==> config.mk <==
export PLATFORM = sky130hd
export DESIGN_NAME = fpec_top
export DESIGN_NICKNAME = d
export VERILOG_FILES = /design/src/hdl/fpec_pkg.sv /design/src/hdl/fpec_sync.sv /design/src/hdl/fpec_top.sv
export VERILOG_INCLUDE_DIRS = /design/src /design/src/hdl
export SDC_FILE = /design/constraint.sdc
export NUM_CORES = 1
export LEC_CHECK = 0
export ABC_AREA = 1
export BUFFER_PORTS_ARGS = -buffer_cell sky130_fd_sc_hd__buf_2
export CAP_MARGIN = 20
export CORE_MARGIN = 2
export CORE_UTILIZATION = 45
export DETAILED_ROUTE_END_ITERATION = 10
export HOLD_SLACK_MARGIN = 0.1
export PLACE_DENSITY_LB_ADDON = 0.1
export SYNTH_ARGS = -nofsm -noshare
export SYNTH_HDL_FRONTEND = slang
export SYNTH_SLANG_ARGS = --single-unit
export TNS_END_PERCENT = 100
==> constraint.sdc <==
create_clock -name ref_clk_i -period 2.1 [get_ports ref_clk_i]
set_input_delay 0.42 -clock ref_clk_i [delete_from_list [all_inputs] [get_ports ref_clk_i]]
set_output_delay 0.42 -clock ref_clk_i [all_outputs]
set_load 0.05 [all_outputs]
==> src/hdl/fpec_defs.svh <==
// register offsets, field positions and reset values of the flash program/erase control
// assumes a 32-bit classic wishbone slave with one aligned word per register
`ifndef FPEC_DEFS_SVH
`define FPEC_DEFS_SVH

// byte offsets of the registers
`define FPEC_OFS_MODE_CONTROL 8'h00
`define FPEC_OFS_ERROR_STATUS 8'h04
`define FPEC_OFS_BLOCK_LOW 8'h08
`define FPEC_OFS_BLOCK_HIGH 8'h0c
`define FPEC_OFS_RAM_OVERLAY 8'h10

// decoded address width
`define FPEC_ADR_BITS 8

// mode control fields
`define FPEC_BIT_HW_WRITE_ENABLE 7
`define FPEC_BIT_SOFT_WRITE_ENABLE 6
`define FPEC_BIT_ERASE_SETUP 5
`define FPEC_BIT_PROGRAM_SETUP 4
`define FPEC_BIT_ERASE_VERIFY 3
`define FPEC_BIT_PROGRAM_VERIFY 2
`define FPEC_BIT_ERASE_RUN 1
`define FPEC_BIT_PROGRAM_RUN 0

// error status fields
`define FPEC_BIT_ERROR_PROTECT 7

// erase block select widths
`define FPEC_BLOCK_LOW_BITS 8
`define FPEC_BLOCK_HIGH_BITS 4
`define FPEC_BLOCK_BITS 12

// ram overlay control fields
`define FPEC_BIT_RAM_SELECT 3
`define FPEC_RAM_AREA_MSB 2

// reset values
`define FPEC_RST_MODE 6'h00
`define FPEC_RST_BLOCKS 12'h000
`define FPEC_RST_RAM 4'h0
`define FPEC_RST_PIN 1'b1

`endif

==> src/hdl/fpec_pkg.sv <==
// types shared by the flash program/erase control files
// assumes fpec_defs.svh is compiled alongside
package fpec_pkg;

    // flash state as seen by the array; gray steps along setup, run, verify
    typedef enum logic [2:0] {
        FPEC_IDLE = 3'b000,
        FPEC_PROG_SETUP = 3'b001,
        FPEC_PROGRAM = 3'b011,
        FPEC_PROG_VERIFY = 3'b010,
        FPEC_ERASE_SETUP = 3'b110,
        FPEC_ERASE = 3'b111,
        FPEC_ERASE_VERIFY = 3'b101,
        FPEC_LOCKED = 3'b100
    } fpec_state_type;

endpackage

==> src/hdl/fpec_sync.sv <==
// two flip-flop level synchroniser
// assumes the input is asynchronous to clk_i and changes slowly
module fpec_sync #(
    parameter logic RESET_VALUE = 1'b0
) (
    // clock and reset
    input wire logic clk_i,
    input wire logic resetn_i,
    // level in and out
    input wire logic async_i,
    output logic sync_o
);

    logic meta;
    logic next_meta;
    logic next_sync;

    always_comb begin
        next_meta = async_i;
        next_sync = meta;
    end

    always_ff @(posedge clk_i or negedge resetn_i) begin
        if (!resetn_i) begin
            meta <= RESET_VALUE;
            sync_o <= RESET_VALUE;
        end else begin
            meta <= next_meta;
            sync_o <= next_sync;
        end
    end

endmodule

==> src/hdl/fpec_top.sv <==
// flash program/erase control registers behind a classic wishbone slave
// assumes the error-protection detector and the array sequencer sit on ref_clk_i
//
// Summary of operation
// - mode control bit 7 reads 1 while the write protect pin is low.
// - programming and erasing enabled only with soft enable written 1 and hardware flag 1.
// - with soft enable 0, no other mode bit nor block bit can be set.
// - erase setup bit 5 written 1 with both enables enters erase setup.
// - program setup bit 4 written 1 with both enables enters program setup.
// - erase verify bit 3 written 1 with both enables enters erase verify.
// - program verify bit 2 written 1 with both enables enters program verify.
// - erase run bit 1 starts erase only with both enables and erase setup.
// - program run bit 0 starts program only with both enables and program setup.
// - clearing a setup, verify or run bit cancels that state or mode.
// - entering error protection during program or erase sets status bit 7.
// - status bits 6 to 0 are reserved and read as zero.
// - both erase block registers stay zero while soft enable is zero.
// - more than one block bit set across both registers clears them all.
// - ram overlay select set protects all blocks against program and erase.

`include "fpec_defs.svh"

module fpec_top
    import fpec_pkg::*;
(
    // clock and reset
    input wire logic ref_clk_i,
    input wire logic resetn_i,
    // wishbone slave
    input wire logic wb_cyc_i,
    input wire logic wb_stb_i,
    input wire logic wb_we_i,
    input wire logic [31:0] wb_adr_i,
    input wire logic [3:0] wb_sel_i,
    input wire logic [31:0] wb_dat_i,
    output logic [31:0] wb_dat_o,
    output logic wb_ack_o,
    // pins
    input wire logic write_protect_pin_i,
    // error protection detector
    input wire logic error_event_i,
    // flash array controls
    output logic erase_setup_o,
    output logic program_setup_o,
    output logic erase_verify_o,
    output logic program_verify_o,
    output logic erase_run_o,
    output logic program_run_o,
    output logic [`FPEC_BLOCK_BITS-1:0] erase_block_o,
    output logic ram_overlay_select_o,
    output logic [`FPEC_RAM_AREA_MSB:0] ram_area_o,
    output logic error_protect_flag_o,
    output fpec_state_type flash_state_o
);

    // synchronised write protect pin
    logic write_protect_sync;
    logic hw_write_enable_flag;

    // bus state
    logic ack;
    logic next_ack;
    logic [31:0] rd_data;
    logic [31:0] next_rd_data;
    logic bus_req;
    logic wr_take;
    logic lane0;
    logic [`FPEC_ADR_BITS-1:0] adr;
    logic [7:0] wd;

    // control registers
    logic soft_write_enable;
    logic erase_setup_bit;
    logic program_setup_bit;
    logic erase_verify_bit;
    logic program_verify_bit;
    logic erase_run;
    logic program_run;
    logic [`FPEC_BLOCK_BITS-1:0] erase_block_select;
    logic ram_overlay_select;
    logic [`FPEC_RAM_AREA_MSB:0] ram_area;
    logic error_protect_flag;

    logic next_soft_write_enable;
    logic next_erase_setup_bit;
    logic next_program_setup_bit;
    logic next_erase_verify_bit;
    logic next_program_verify_bit;
    logic next_erase_run;
    logic next_program_run;
    logic [`FPEC_BLOCK_BITS-1:0] next_erase_block_select;
    logic next_ram_overlay_select;
    logic [`FPEC_RAM_AREA_MSB:0] next_ram_area;
    logic next_error_protect_flag;

    // derived state
    fpec_state_type flash_state;
    fpec_state_type next_flash_state;

    // register views
    logic [7:0] mode_control_view;
    logic [7:0] error_status_view;
    logic [`FPEC_BLOCK_BITS-1:0] block_candidate;
    logic write_gate;

    // pin crosses into ref_clk_i first; reset value reads as protected
    fpec_sync #(
        .RESET_VALUE(`FPEC_RST_PIN)
    ) u_wp_sync (
        .clk_i(ref_clk_i),
        .resetn_i(resetn_i),
        .async_i(write_protect_pin_i),
        .sync_o(write_protect_sync)
    );

    assign hw_write_enable_flag = ~write_protect_sync;

    // bus decode
    assign bus_req = wb_cyc_i & wb_stb_i;
    // a request still held in its ack cycle must not be taken a second time
    assign wr_take = bus_req & wb_we_i & ~ack;
    assign lane0 = wb_sel_i[0];
    assign adr = wb_adr_i[`FPEC_ADR_BITS-1:0];
    assign wd = wb_dat_i[7:0];

    // the gate uses the stored soft enable so that one write cannot both open and use it
    assign write_gate = hw_write_enable_flag & soft_write_enable & wd[`FPEC_BIT_SOFT_WRITE_ENABLE];

    always_comb begin
        mode_control_view = 8'h00;
        mode_control_view[`FPEC_BIT_HW_WRITE_ENABLE] = hw_write_enable_flag;
        mode_control_view[`FPEC_BIT_SOFT_WRITE_ENABLE] = soft_write_enable;
        mode_control_view[`FPEC_BIT_ERASE_SETUP] = erase_setup_bit;
        mode_control_view[`FPEC_BIT_PROGRAM_SETUP] = program_setup_bit;
        mode_control_view[`FPEC_BIT_ERASE_VERIFY] = erase_verify_bit;
        mode_control_view[`FPEC_BIT_PROGRAM_VERIFY] = program_verify_bit;
        mode_control_view[`FPEC_BIT_ERASE_RUN] = erase_run;
        mode_control_view[`FPEC_BIT_PROGRAM_RUN] = program_run;
        error_status_view = 8'h00;
        error_status_view[`FPEC_BIT_ERROR_PROTECT] = error_protect_flag;
    end

    // bus answer: ack one cycle after the request, dropped the cycle after
    always_comb begin
        next_ack = bus_req & ~ack;
        next_rd_data = 32'h0000_0000;
        if (bus_req & ~ack & ~wb_we_i) begin
            unique case (adr)
                `FPEC_OFS_MODE_CONTROL: begin
                    next_rd_data = {24'h00_0000, mode_control_view};
                end
                `FPEC_OFS_ERROR_STATUS: begin
                    next_rd_data = {24'h00_0000, error_status_view};
                end
                `FPEC_OFS_BLOCK_LOW: begin
                    next_rd_data = {24'h00_0000,
                        erase_block_select[`FPEC_BLOCK_LOW_BITS-1:0]};
                end
                `FPEC_OFS_BLOCK_HIGH: begin
                    next_rd_data = {28'h000_0000,
                        erase_block_select[`FPEC_BLOCK_BITS-1:`FPEC_BLOCK_LOW_BITS]};
                end
                `FPEC_OFS_RAM_OVERLAY: begin
                    next_rd_data = {28'h000_0000, ram_overlay_select, ram_area};
                end
                default: begin
                    // unmapped words answer with zero
                    next_rd_data = 32'h0000_0000;
                end
            endcase
        end
    end

    always_ff @(posedge ref_clk_i or negedge resetn_i) begin
        if (!resetn_i) begin
            ack <= 1'b0;
            rd_data <= 32'h0000_0000;
        end else begin
            ack <= next_ack;
            rd_data <= next_rd_data;
        end
    end

    assign wb_ack_o = ack;
    assign wb_dat_o = rd_data;

    // control registers
    always_comb begin
        next_soft_write_enable = soft_write_enable;
        next_erase_setup_bit = erase_setup_bit;
        next_program_setup_bit = program_setup_bit;
        next_erase_verify_bit = erase_verify_bit;
        next_program_verify_bit = program_verify_bit;
        next_erase_run = erase_run;
        next_program_run = program_run;
        next_erase_block_select = erase_block_select;
        next_ram_overlay_select = ram_overlay_select;
        next_ram_area = ram_area;
        next_error_protect_flag = error_protect_flag;
        block_candidate = erase_block_select;

        if (wr_take & lane0 & (adr == `FPEC_OFS_MODE_CONTROL)) begin
            next_soft_write_enable = wd[`FPEC_BIT_SOFT_WRITE_ENABLE] &
                hw_write_enable_flag;
            next_erase_setup_bit = wd[`FPEC_BIT_ERASE_SETUP] & write_gate;
            next_program_setup_bit = wd[`FPEC_BIT_PROGRAM_SETUP] & write_gate;
            next_erase_verify_bit = wd[`FPEC_BIT_ERASE_VERIFY] & write_gate;
            next_program_verify_bit = wd[`FPEC_BIT_PROGRAM_VERIFY] & write_gate;
            // run needs the setup already standing and kept by this write
            next_erase_run = wd[`FPEC_BIT_ERASE_RUN] & write_gate & erase_setup_bit &
                wd[`FPEC_BIT_ERASE_SETUP];
            next_program_run = wd[`FPEC_BIT_PROGRAM_RUN] & write_gate & program_setup_bit &
                wd[`FPEC_BIT_PROGRAM_SETUP];
        end

        if (wr_take & lane0 & (adr == `FPEC_OFS_BLOCK_LOW)) begin
            block_candidate[`FPEC_BLOCK_LOW_BITS-1:0] = wd;
        end
        if (wr_take & lane0 & (adr == `FPEC_OFS_BLOCK_HIGH)) begin
            block_candidate[`FPEC_BLOCK_BITS-1:`FPEC_BLOCK_LOW_BITS] =
                wd[`FPEC_BLOCK_HIGH_BITS-1:0];
        end
        // two chosen blocks are never kept: the array erases one block at a time
        if ((block_candidate & (block_candidate - 12'h001)) != 12'h000) begin
            next_erase_block_select = `FPEC_RST_BLOCKS;
        end else begin
            next_erase_block_select = block_candidate;
        end

        // the overlay register is not gated by soft enable
        if (wr_take & lane0 & (adr == `FPEC_OFS_RAM_OVERLAY)) begin
            next_ram_overlay_select = wd[`FPEC_BIT_RAM_SELECT];
            next_ram_area = wd[`FPEC_RAM_AREA_MSB:0];
        end

        // setting the flag wins over every clearing term below
        // no software clear: once set, only reset drops the flag
        if (error_event_i & (erase_run | program_run)) begin
            next_error_protect_flag = 1'b1;
        end

        // overlay or error protection stops any running operation
        if (next_ram_overlay_select | next_error_protect_flag) begin
            next_erase_run = 1'b0;
            next_program_run = 1'b0;
        end

        // a cancelled setup drags its run bit down with it
        if (!next_erase_setup_bit) begin
            next_erase_run = 1'b0;
        end
        if (!next_program_setup_bit) begin
            next_program_run = 1'b0;
        end

        // pin high or soft enable low clears the rest, blocks included
        if (!hw_write_enable_flag) begin
            next_soft_write_enable = 1'b0;
        end
        if (!next_soft_write_enable) begin
            next_erase_setup_bit = 1'b0;
            next_program_setup_bit = 1'b0;
            next_erase_verify_bit = 1'b0;
            next_program_verify_bit = 1'b0;
            next_erase_run = 1'b0;
            next_program_run = 1'b0;
            next_erase_block_select = `FPEC_RST_BLOCKS;
        end
    end

    always_ff @(posedge ref_clk_i or negedge resetn_i) begin
        if (!resetn_i) begin
            soft_write_enable <= 1'b0;
            erase_setup_bit <= 1'b0;
            program_setup_bit <= 1'b0;
            erase_verify_bit <= 1'b0;
            program_verify_bit <= 1'b0;
            erase_run <= 1'b0;
            program_run <= 1'b0;
            erase_block_select <= `FPEC_RST_BLOCKS;
            ram_overlay_select <= 1'b0;
            ram_area <= 3'h0;
            error_protect_flag <= 1'b0;
        end else begin
            soft_write_enable <= next_soft_write_enable;
            erase_setup_bit <= next_erase_setup_bit;
            program_setup_bit <= next_program_setup_bit;
            erase_verify_bit <= next_erase_verify_bit;
            program_verify_bit <= next_program_verify_bit;
            erase_run <= next_erase_run;
            program_run <= next_program_run;
            erase_block_select <= next_erase_block_select;
            ram_overlay_select <= next_ram_overlay_select;
            ram_area <= next_ram_area;
            error_protect_flag <= next_error_protect_flag;
        end
    end

    // summary state for the array; run outranks verify, verify outranks setup
    // locked outranks all, so no working state shows while writes are shut off
    always_comb begin
        next_flash_state = FPEC_IDLE;
        if (!next_soft_write_enable | next_error_protect_flag) begin
            next_flash_state = FPEC_LOCKED;
        end else if (next_program_run) begin
            next_flash_state = FPEC_PROGRAM;
        end else if (next_erase_run) begin
            next_flash_state = FPEC_ERASE;
        end else if (next_program_verify_bit) begin
            next_flash_state = FPEC_PROG_VERIFY;
        end else if (next_erase_verify_bit) begin
            next_flash_state = FPEC_ERASE_VERIFY;
        end else if (next_program_setup_bit) begin
            next_flash_state = FPEC_PROG_SETUP;
        end else if (next_erase_setup_bit) begin
            next_flash_state = FPEC_ERASE_SETUP;
        end
    end

    always_ff @(posedge ref_clk_i or negedge resetn_i) begin
        if (!resetn_i) begin
            flash_state <= FPEC_LOCKED;
        end else begin
            flash_state <= next_flash_state;
        end
    end

    // array controls straight from the registers
    assign erase_setup_o = erase_setup_bit;
    assign program_setup_o = program_setup_bit;
    assign erase_verify_o = erase_verify_bit;
    assign program_verify_o = program_verify_bit;
    assign erase_run_o = erase_run;
    assign program_run_o = program_run;
    assign erase_block_o = erase_block_select;
    assign ram_overlay_select_o = ram_overlay_select;
    assign ram_area_o = ram_area;
    assign error_protect_flag_o = error_protect_flag;
    assign flash_state_o = flash_state;

endmodule

=== Word level (Yosys, flattened, before mapping) ===
Cells that the tools add are included.

* Register bits: 62
* Latch bits: 0
* Memory bits (writable): 0
* Memory bits (read-only): 0
* Bits of input ports: 75
* Output and inout bits: 59
* Word-level logic and storage cells: 88
* Memories: 0

* Add/subtract/negate cells: 1
* $mul: 0
* Divide/modulo/power cells: 0
* $lt $le $gt $ge: 0
* Eq/ne operators: 4
* Shifts and indexed selects: 0
* Multiplexer cells: 33
* Bitwise logic cells: 31
* Reduce and logical (&&, ||, !) cells: 3

{| class="wikitable"
|+ Operator list
! cell !! number
|-
| 8-bit one-hot mux with 5 select lines || 1
|-
| 1-bit bitwise AND || 24
|-
| 12-bit 2-to-1 mux || 2
|-
| 3-bit 2-to-1 mux || 7
|-
| 1-bit 2-to-1 mux || 20
|-
| 8-bit by 4-bit equality test with 1-bit output, second input constant || 2
|-
| 8-bit 2-to-1 mux || 2
|-
| 12-bit bitwise AND || 1
|-
| 12-bit nonzero test || 1
|-
| 12-bit by 1-bit subtractor with 12-bit output, second input constant || 1
|-
| 8-bit by 3-bit equality test with 1-bit output, second input constant || 1
|-
| 8-bit by 5-bit equality test with 1-bit output, second input constant || 1
|-
| 8-bit zero test || 1
|-
| 4-bit 2-to-1 mux || 1
|-
| 1-bit inverter || 3
|-
| 1-bit OR || 3
|-
| 1-bit zero test || 1
|}

=== Depth between registers and ports, before layout ===
* Word-level depth: 15
* Mapped depth: 16
* Mapped depth without buffers: 15

=== Cells and area by module ===
Synthesis repeated with hierarchy kept, for this count alone.

* Cells, all modules: 327
* Area, all modules: 2,381.0 um^2

{| class="wikitable"
|+ Modules (own cells, without submodules)
! module !! instances !! cells an instance !! area an instance (um^2) !! seq. area each (um^2)
|-
| fpec_top || 1 || 325 || 2,328.5 || 902.1
|-
| fpec_sync || 1 || 2 || 52.6 || 52.6
|}

=== Worst setup path before layout ===
Ideal clock, no wire load.

* Path kind: reg2reg
* From: register ack (netlist: wb_ack_o)
* To: register erase_block_select[9] (netlist: erase_block_o[9])
* Arrival time: 2,025 ps
* Required time: 2,031 ps
* Setup slack: 6 ps
* Cell stages (with the launch flop): 15
* Path buffers: 2
* Clock period less this slack: 2,094 ps
* Cells stage by stage: dfrtp_1 -> nand3b_4 -> nor2_8 -> buf_6 -> nand3b_1 -> nand2_4 -> inv_1 -> nand2_1 -> nand3_1 -> nor2_1 -> nand2_1 -> nor2_2 -> nand2_2 -> buf_6 -> nor2_2

* Longest elaborated chain between the ends: 10

{| class="wikitable"
|+ Ends and longest elaborated chain
! item !! RTL line !! source
|-
| start: declaration || fpec_top.sv:61 || <nowiki>logic ack;</nowiki>
|-
| start signal: assignment || fpec_top.sv:179 || <nowiki>ack <= next_ack;</nowiki>
|-
| 1-bit inverter (*) || fpec_top.sv:121 || <nowiki>assign wr_take = bus_req & wb_we_i & ~ack;</nowiki>
|-
| 1-bit bitwise AND (*) || fpec_top.sv:121 ||
|-
| 1-bit bitwise AND (*) || fpec_top.sv:202, fpec_top.sv:216, fpec_top.sv:219 ||
|-
| 1-bit bitwise AND, on equally long branches || fpec_top.sv:216, fpec_top.sv:219 ||
|-
| 8-bit 2-to-1 mux or 4-bit 2-to-1 mux (tied branches) || fpec_top.sv:216, fpec_top.sv:219 ||
|-
| 12-bit by 1-bit subtractor with 12-bit output || fpec_top.sv:224 || <nowiki>if ((block_candidate & (block_candidate - 12'h001)) != 12'h000) begin</nowiki>
|-
| 12-bit bitwise AND || fpec_top.sv:224 ||
|-
| 12-bit nonzero test || fpec_top.sv:224 ||
|-
| 12-bit 2-to-1 mux || fpec_top.sv:224 ||
|-
| 12-bit 2-to-1 mux (*) || fpec_top.sv:260 || <nowiki>if (!next_soft_write_enable) begin</nowiki>
|-
| net next_erase_block_select[9] || fpec_top.sv:91 || <nowiki>logic [`FPEC_BLOCK_BITS-1:0] next_erase_block_select;</nowiki>
|-
| end signal: assignment || fpec_top.sv:280 || <nowiki>erase_block_select <= `FPEC_RST_BLOCKS;</nowiki>
|-
| end signal: assignment || fpec_top.sv:292 || <nowiki>erase_block_select <= next_erase_block_select;</nowiki>
|-
| end: declaration || fpec_top.sv:79 || <nowiki>logic [`FPEC_BLOCK_BITS-1:0] erase_block_select;</nowiki>
|}

The timed path passes the listed nets; every way through them passes the cells marked *.
A chain may end at the register's enable or synchronous reset.

=== Worst setup path in the final report ===
* From: register ack (netlist: wb_ack_o)
* To: register erase_block_select[3] (netlist: erase_block_o[3])

The elaborated chain is that of the path after synthesis.

==> results.py <==
metrics = {
    "global_route": {
        "first_global_vias": 2050,
        "grt_pass1_wl_um": 9820,
        "antenna_found_initial": 0,
        "grt_usage_pct": 20.5,
        "grt_max_degree": 23,
        "globalRouteOverflowTotal": 0,
    },
    "layout": {
        "final_area_um2": 3190,
        "layout-drive-gt1-share_pct": 35.7,
        "synthToLayoutAreaGrowth_pct": 27.4,
        "fillCellCount": 530,
        "fin_nets": 500,
        "final_cell_mix": "93 x nand2_1, 58 x buf_2, 46 x inv_1, 35 x dfrtp_1, 30 x buf_4",
        "n_antenna_cell": 0,
        "fin_cells": 498,
        "layout_commonest_cell": "nand2_1",
    },
    "detailed_routing": {
        "m1WireLength_um": 3050,
        "drtPass1Iterations": 4,
        "wl_per_cell_um": 12.3,
        "wl_met2_um": 2700,
        "drc": 0,
        "wl_met3_um": 346,
        "ant_nets": 0,
        "top_layer": "met4",
        "vias": 2252,
        "drt_wl_total_um": 6140,
        "drtIter0Drc": 132,
        "vias_per_cell": 4.52,
    },
    "placement": {
        "hpwl_um": 4740,
        "portBuffers": 58,
        "dp_cells": 485,
        "gp_congestion": 0.820,
        "dpl_cell_area_um2": 2950,
    },
    "worst_setup_path": {
        "path_common_cell": "nand2_1",
        "required_ns": 2.29,
        "path_cells": "nand3b_4 > nor2_8 > buf_4 > nand2_4 > nand2_1 > nand2_1 > inv_1 > nand2_1 > nand3_1 > nor2_1 > nand2_1 > nor2_2 > nand2_2 > buf_6 > nor2_2",
        "cp_max_fo": 8,
        "cp_slowest_stage_delay_ns": 0.38,
        "critPathKind": "reg2reg",
        "arrival_ns": 2.21,
        "end_kind": "flop",
        "reg2reg_depth": 15,
        "start_kind": "flop",
        "crit_slowest_cell": "dfrtp_1",
    },
    "clocking": {
        "cts_num_sinks": 38,
        "clock_latency_ns": 0.29,
        "cts-root-buf": "clkbuf_8",
        "hold_buffers": 0,
        "clkTransAtPathRegs_ns": 0.08,
        "cts_buffer_depth": 2,
        "cts_tree": "done",
        "numCtsBuffers": 5,
        "cts_max_level": 2,
    },
    "floorplanning": {
        "rows": 27,
        "start_util_pct": 46.0,
        "die_w_um": 78.6,
        "die_h_um": 78.6,
        "io_pins": 134,
        "die_area_um2": 6170,
        "design.core.area_um2": 5440,
    },
    "power": {
        "p_leak_nw": 1.96,
        "p_switching_w": 0.000432,
        "power.share.clock_pct": 45.2,
        "pwr-share-seq_pct": 43.0,
        "totalPowerFinal_w": 0.00172,
        "powerDensity_nw_per_um2": 539,
        "internal_power_w": 0.00128,
        "peakVddDrop_mv": 0.375,
        "switching_share_pct": 25.2,
        "combPwrFrac_pct": 11.8,
    },
    "timing": {
        "tightestPinTransition_ns": 0.567,
        "min_period_over_period_pct": 96.6,
        "slew-limit-headroom_pct": 62.0,
        "clock_skew_ns": 0.00798,
        "fmaxAchievable_mhz": 493,
        "fin_crit_ns": 2.03,
        "hold_violations": 0,
        "drv_slew": 0,
        "setup_viol": 0,
        "hold-worst-slack_ns": 0.0902,
    },
    "run": {
        "maxCapViolations": 0,
    },
    "yosys": {
        "synth_area_um2": 2500,
        "ys_top_cells_by_area": "dfrtp_1 35%, nand2_1 15%, buf_4 7.2%",
        "synth_top_area_share_pct": 35.0,
        "avgSynthCellArea_um2": 7.53,
        "synth.distinct_cells": 30,
        "ys_seq_area_share_pct": 38.2,
        "synthCells": 332,
        "yosys_warnings": 0,
        "synth_top_cell_by_area": "dfrtp_1",
        "ys_ff_latch": 38,
    },
    "hold_path": {
        "hp-class": "in2async",
    },
    "outcome": {
        "outcome": "finished, final reports clean",
    },
}
==> per-stage QoR <==
step / setup TNS [ns] / utilization (%) / worst slack, ns
floorplan: 0 / - / 0.00594
global placement: -1.31 / 54.2 / -0.105
detailed placement: -1.32 / 54.2 / -0.114
CTS: 0 / 56.8 / 0.0316
global route: -0.125 / 58.6 / -0.0248
finish: 0 / 58.6 / 0.0705
==> cell usage after synthesis (all sizes together) <==
cell type and instances:
buf 29, a21oi 7, nand2 109, a221oi 2, o21ai 16, o21a 1, nor3 1, dfstp 3
nand3b 4, nor2 48, nand4 2, inv 50, o31ai 1, a41oi 2, dfrtp 35, nand3 20
nor4 1, conb 1
==> critical path, delay by kind of cell (launching register included) <==
kind / cells / cell delay, ns
buffers and inverters: 3 / 0.42
flip-flops: 1 / 0.38
AND/OR/NAND/NOR: 12 / 1.13
==> what timing repair did <==
item                       in CTS  in global routing
buffers inserted                0                  4
setup endpoints to repair       0                 15
gates resized for setup         0                 16
==> sequential cells by signal, indices dropped and copies added, names as in the netlist <==
name and count:
wb_dat_o 8, error_protect_flag_o 1, program_setup_o 1, erase_setup_o 1, u_wp_sync.sync_o 1, ram_overlay_select_o 1
program_verify_o 1, ram_area_o 3, erase_block_o 12, wb_ack_o 1, u_wp_sync.meta 1, soft_write_enable 1
erase_run_o 1, erase_verify_o 1, program_run_o 1, flash_state_o 3
==> cell families (layout without fill, tap and decap cells) <==
kind of cell	count (synthesis)	in the layout	share of synthesized area, %
AOI/OAI and AO/OA	29	29	6.60
DFF	38	38	38.2
buffers and inverters	79	149	17.1
and+or+nand+nor	185	186	38.0
other	1	24	0.150
==> area by class of cell <==
| cell class | count | area, um2 | area share (%) |
|---|---|---|---|
| Multi-Input combinational cell | 239 | 1260 | 39.6 |
| Inverter | 50 | 188 | 5.89 |
| Clock buffer | 6 | 82.6 | 2.59 |
| Tap cell | 72 | 90.1 | 2.83 |
| Clock inverter | 2 | 60.1 | 1.89 |
| Sequential cell | 38 | 955 | 30.0 |
| Timing Repair Buffer | 91 | 549 | 17.2 |
==> path summary, 6_finish.rpt <==
path	startpoint	endpoint	slack, ns
worst max-delay path	wb_ack_o$_DFF_PN0_	erase_block_o[3]$_DFF_PN0_	0.07
worst min-delay path	resetn_i	wb_dat_o[3]$_DFF_PN0_	0.09
worst max register to register	wb_ack_o$_DFF_PN0_	erase_block_o[3]$_DFF_PN0_	0.07
worst min register to register	u_wp_sync.meta$_DFF_PN1_	u_wp_sync.sync_o$_DFF_PN1_	0.36
max in group asynchronous	resetn_i	flash_state_o[2]$_DFF_PN1_	1.41
min in group ref_clk_i	write_protect_pin_i	u_wp_sync.meta$_DFF_PN1_	0.22
==> power groups by stage <==
| stage | Combinational (W) | Clock [W] | Sequential (W) |
|---|---|---|---|
| final | 0.000202 | 0.000776 | 0.000738 |
| after global placement | 0.000195 | 0 | 0.000752 |
| after floorplan | 0.000161 | 0 | 0.000758 |
| after detailed placement | 0.000196 | 0 | 0.000752 |
| after global routing | 0.000216 | 0.000824 | 0.000738 |
| after CTS | 0.000196 | 0.000786 | 0.000738 |
==> routing by layer <==
layer  vias up  global-route usage (%)
li1       1162                       -
met4         0                    5.26
met1      1003                    28.9
met2        82                    32.4
met3         5                    4.02
met5         -                       0
No activity file was read; power rests on OpenSTA's default activity.
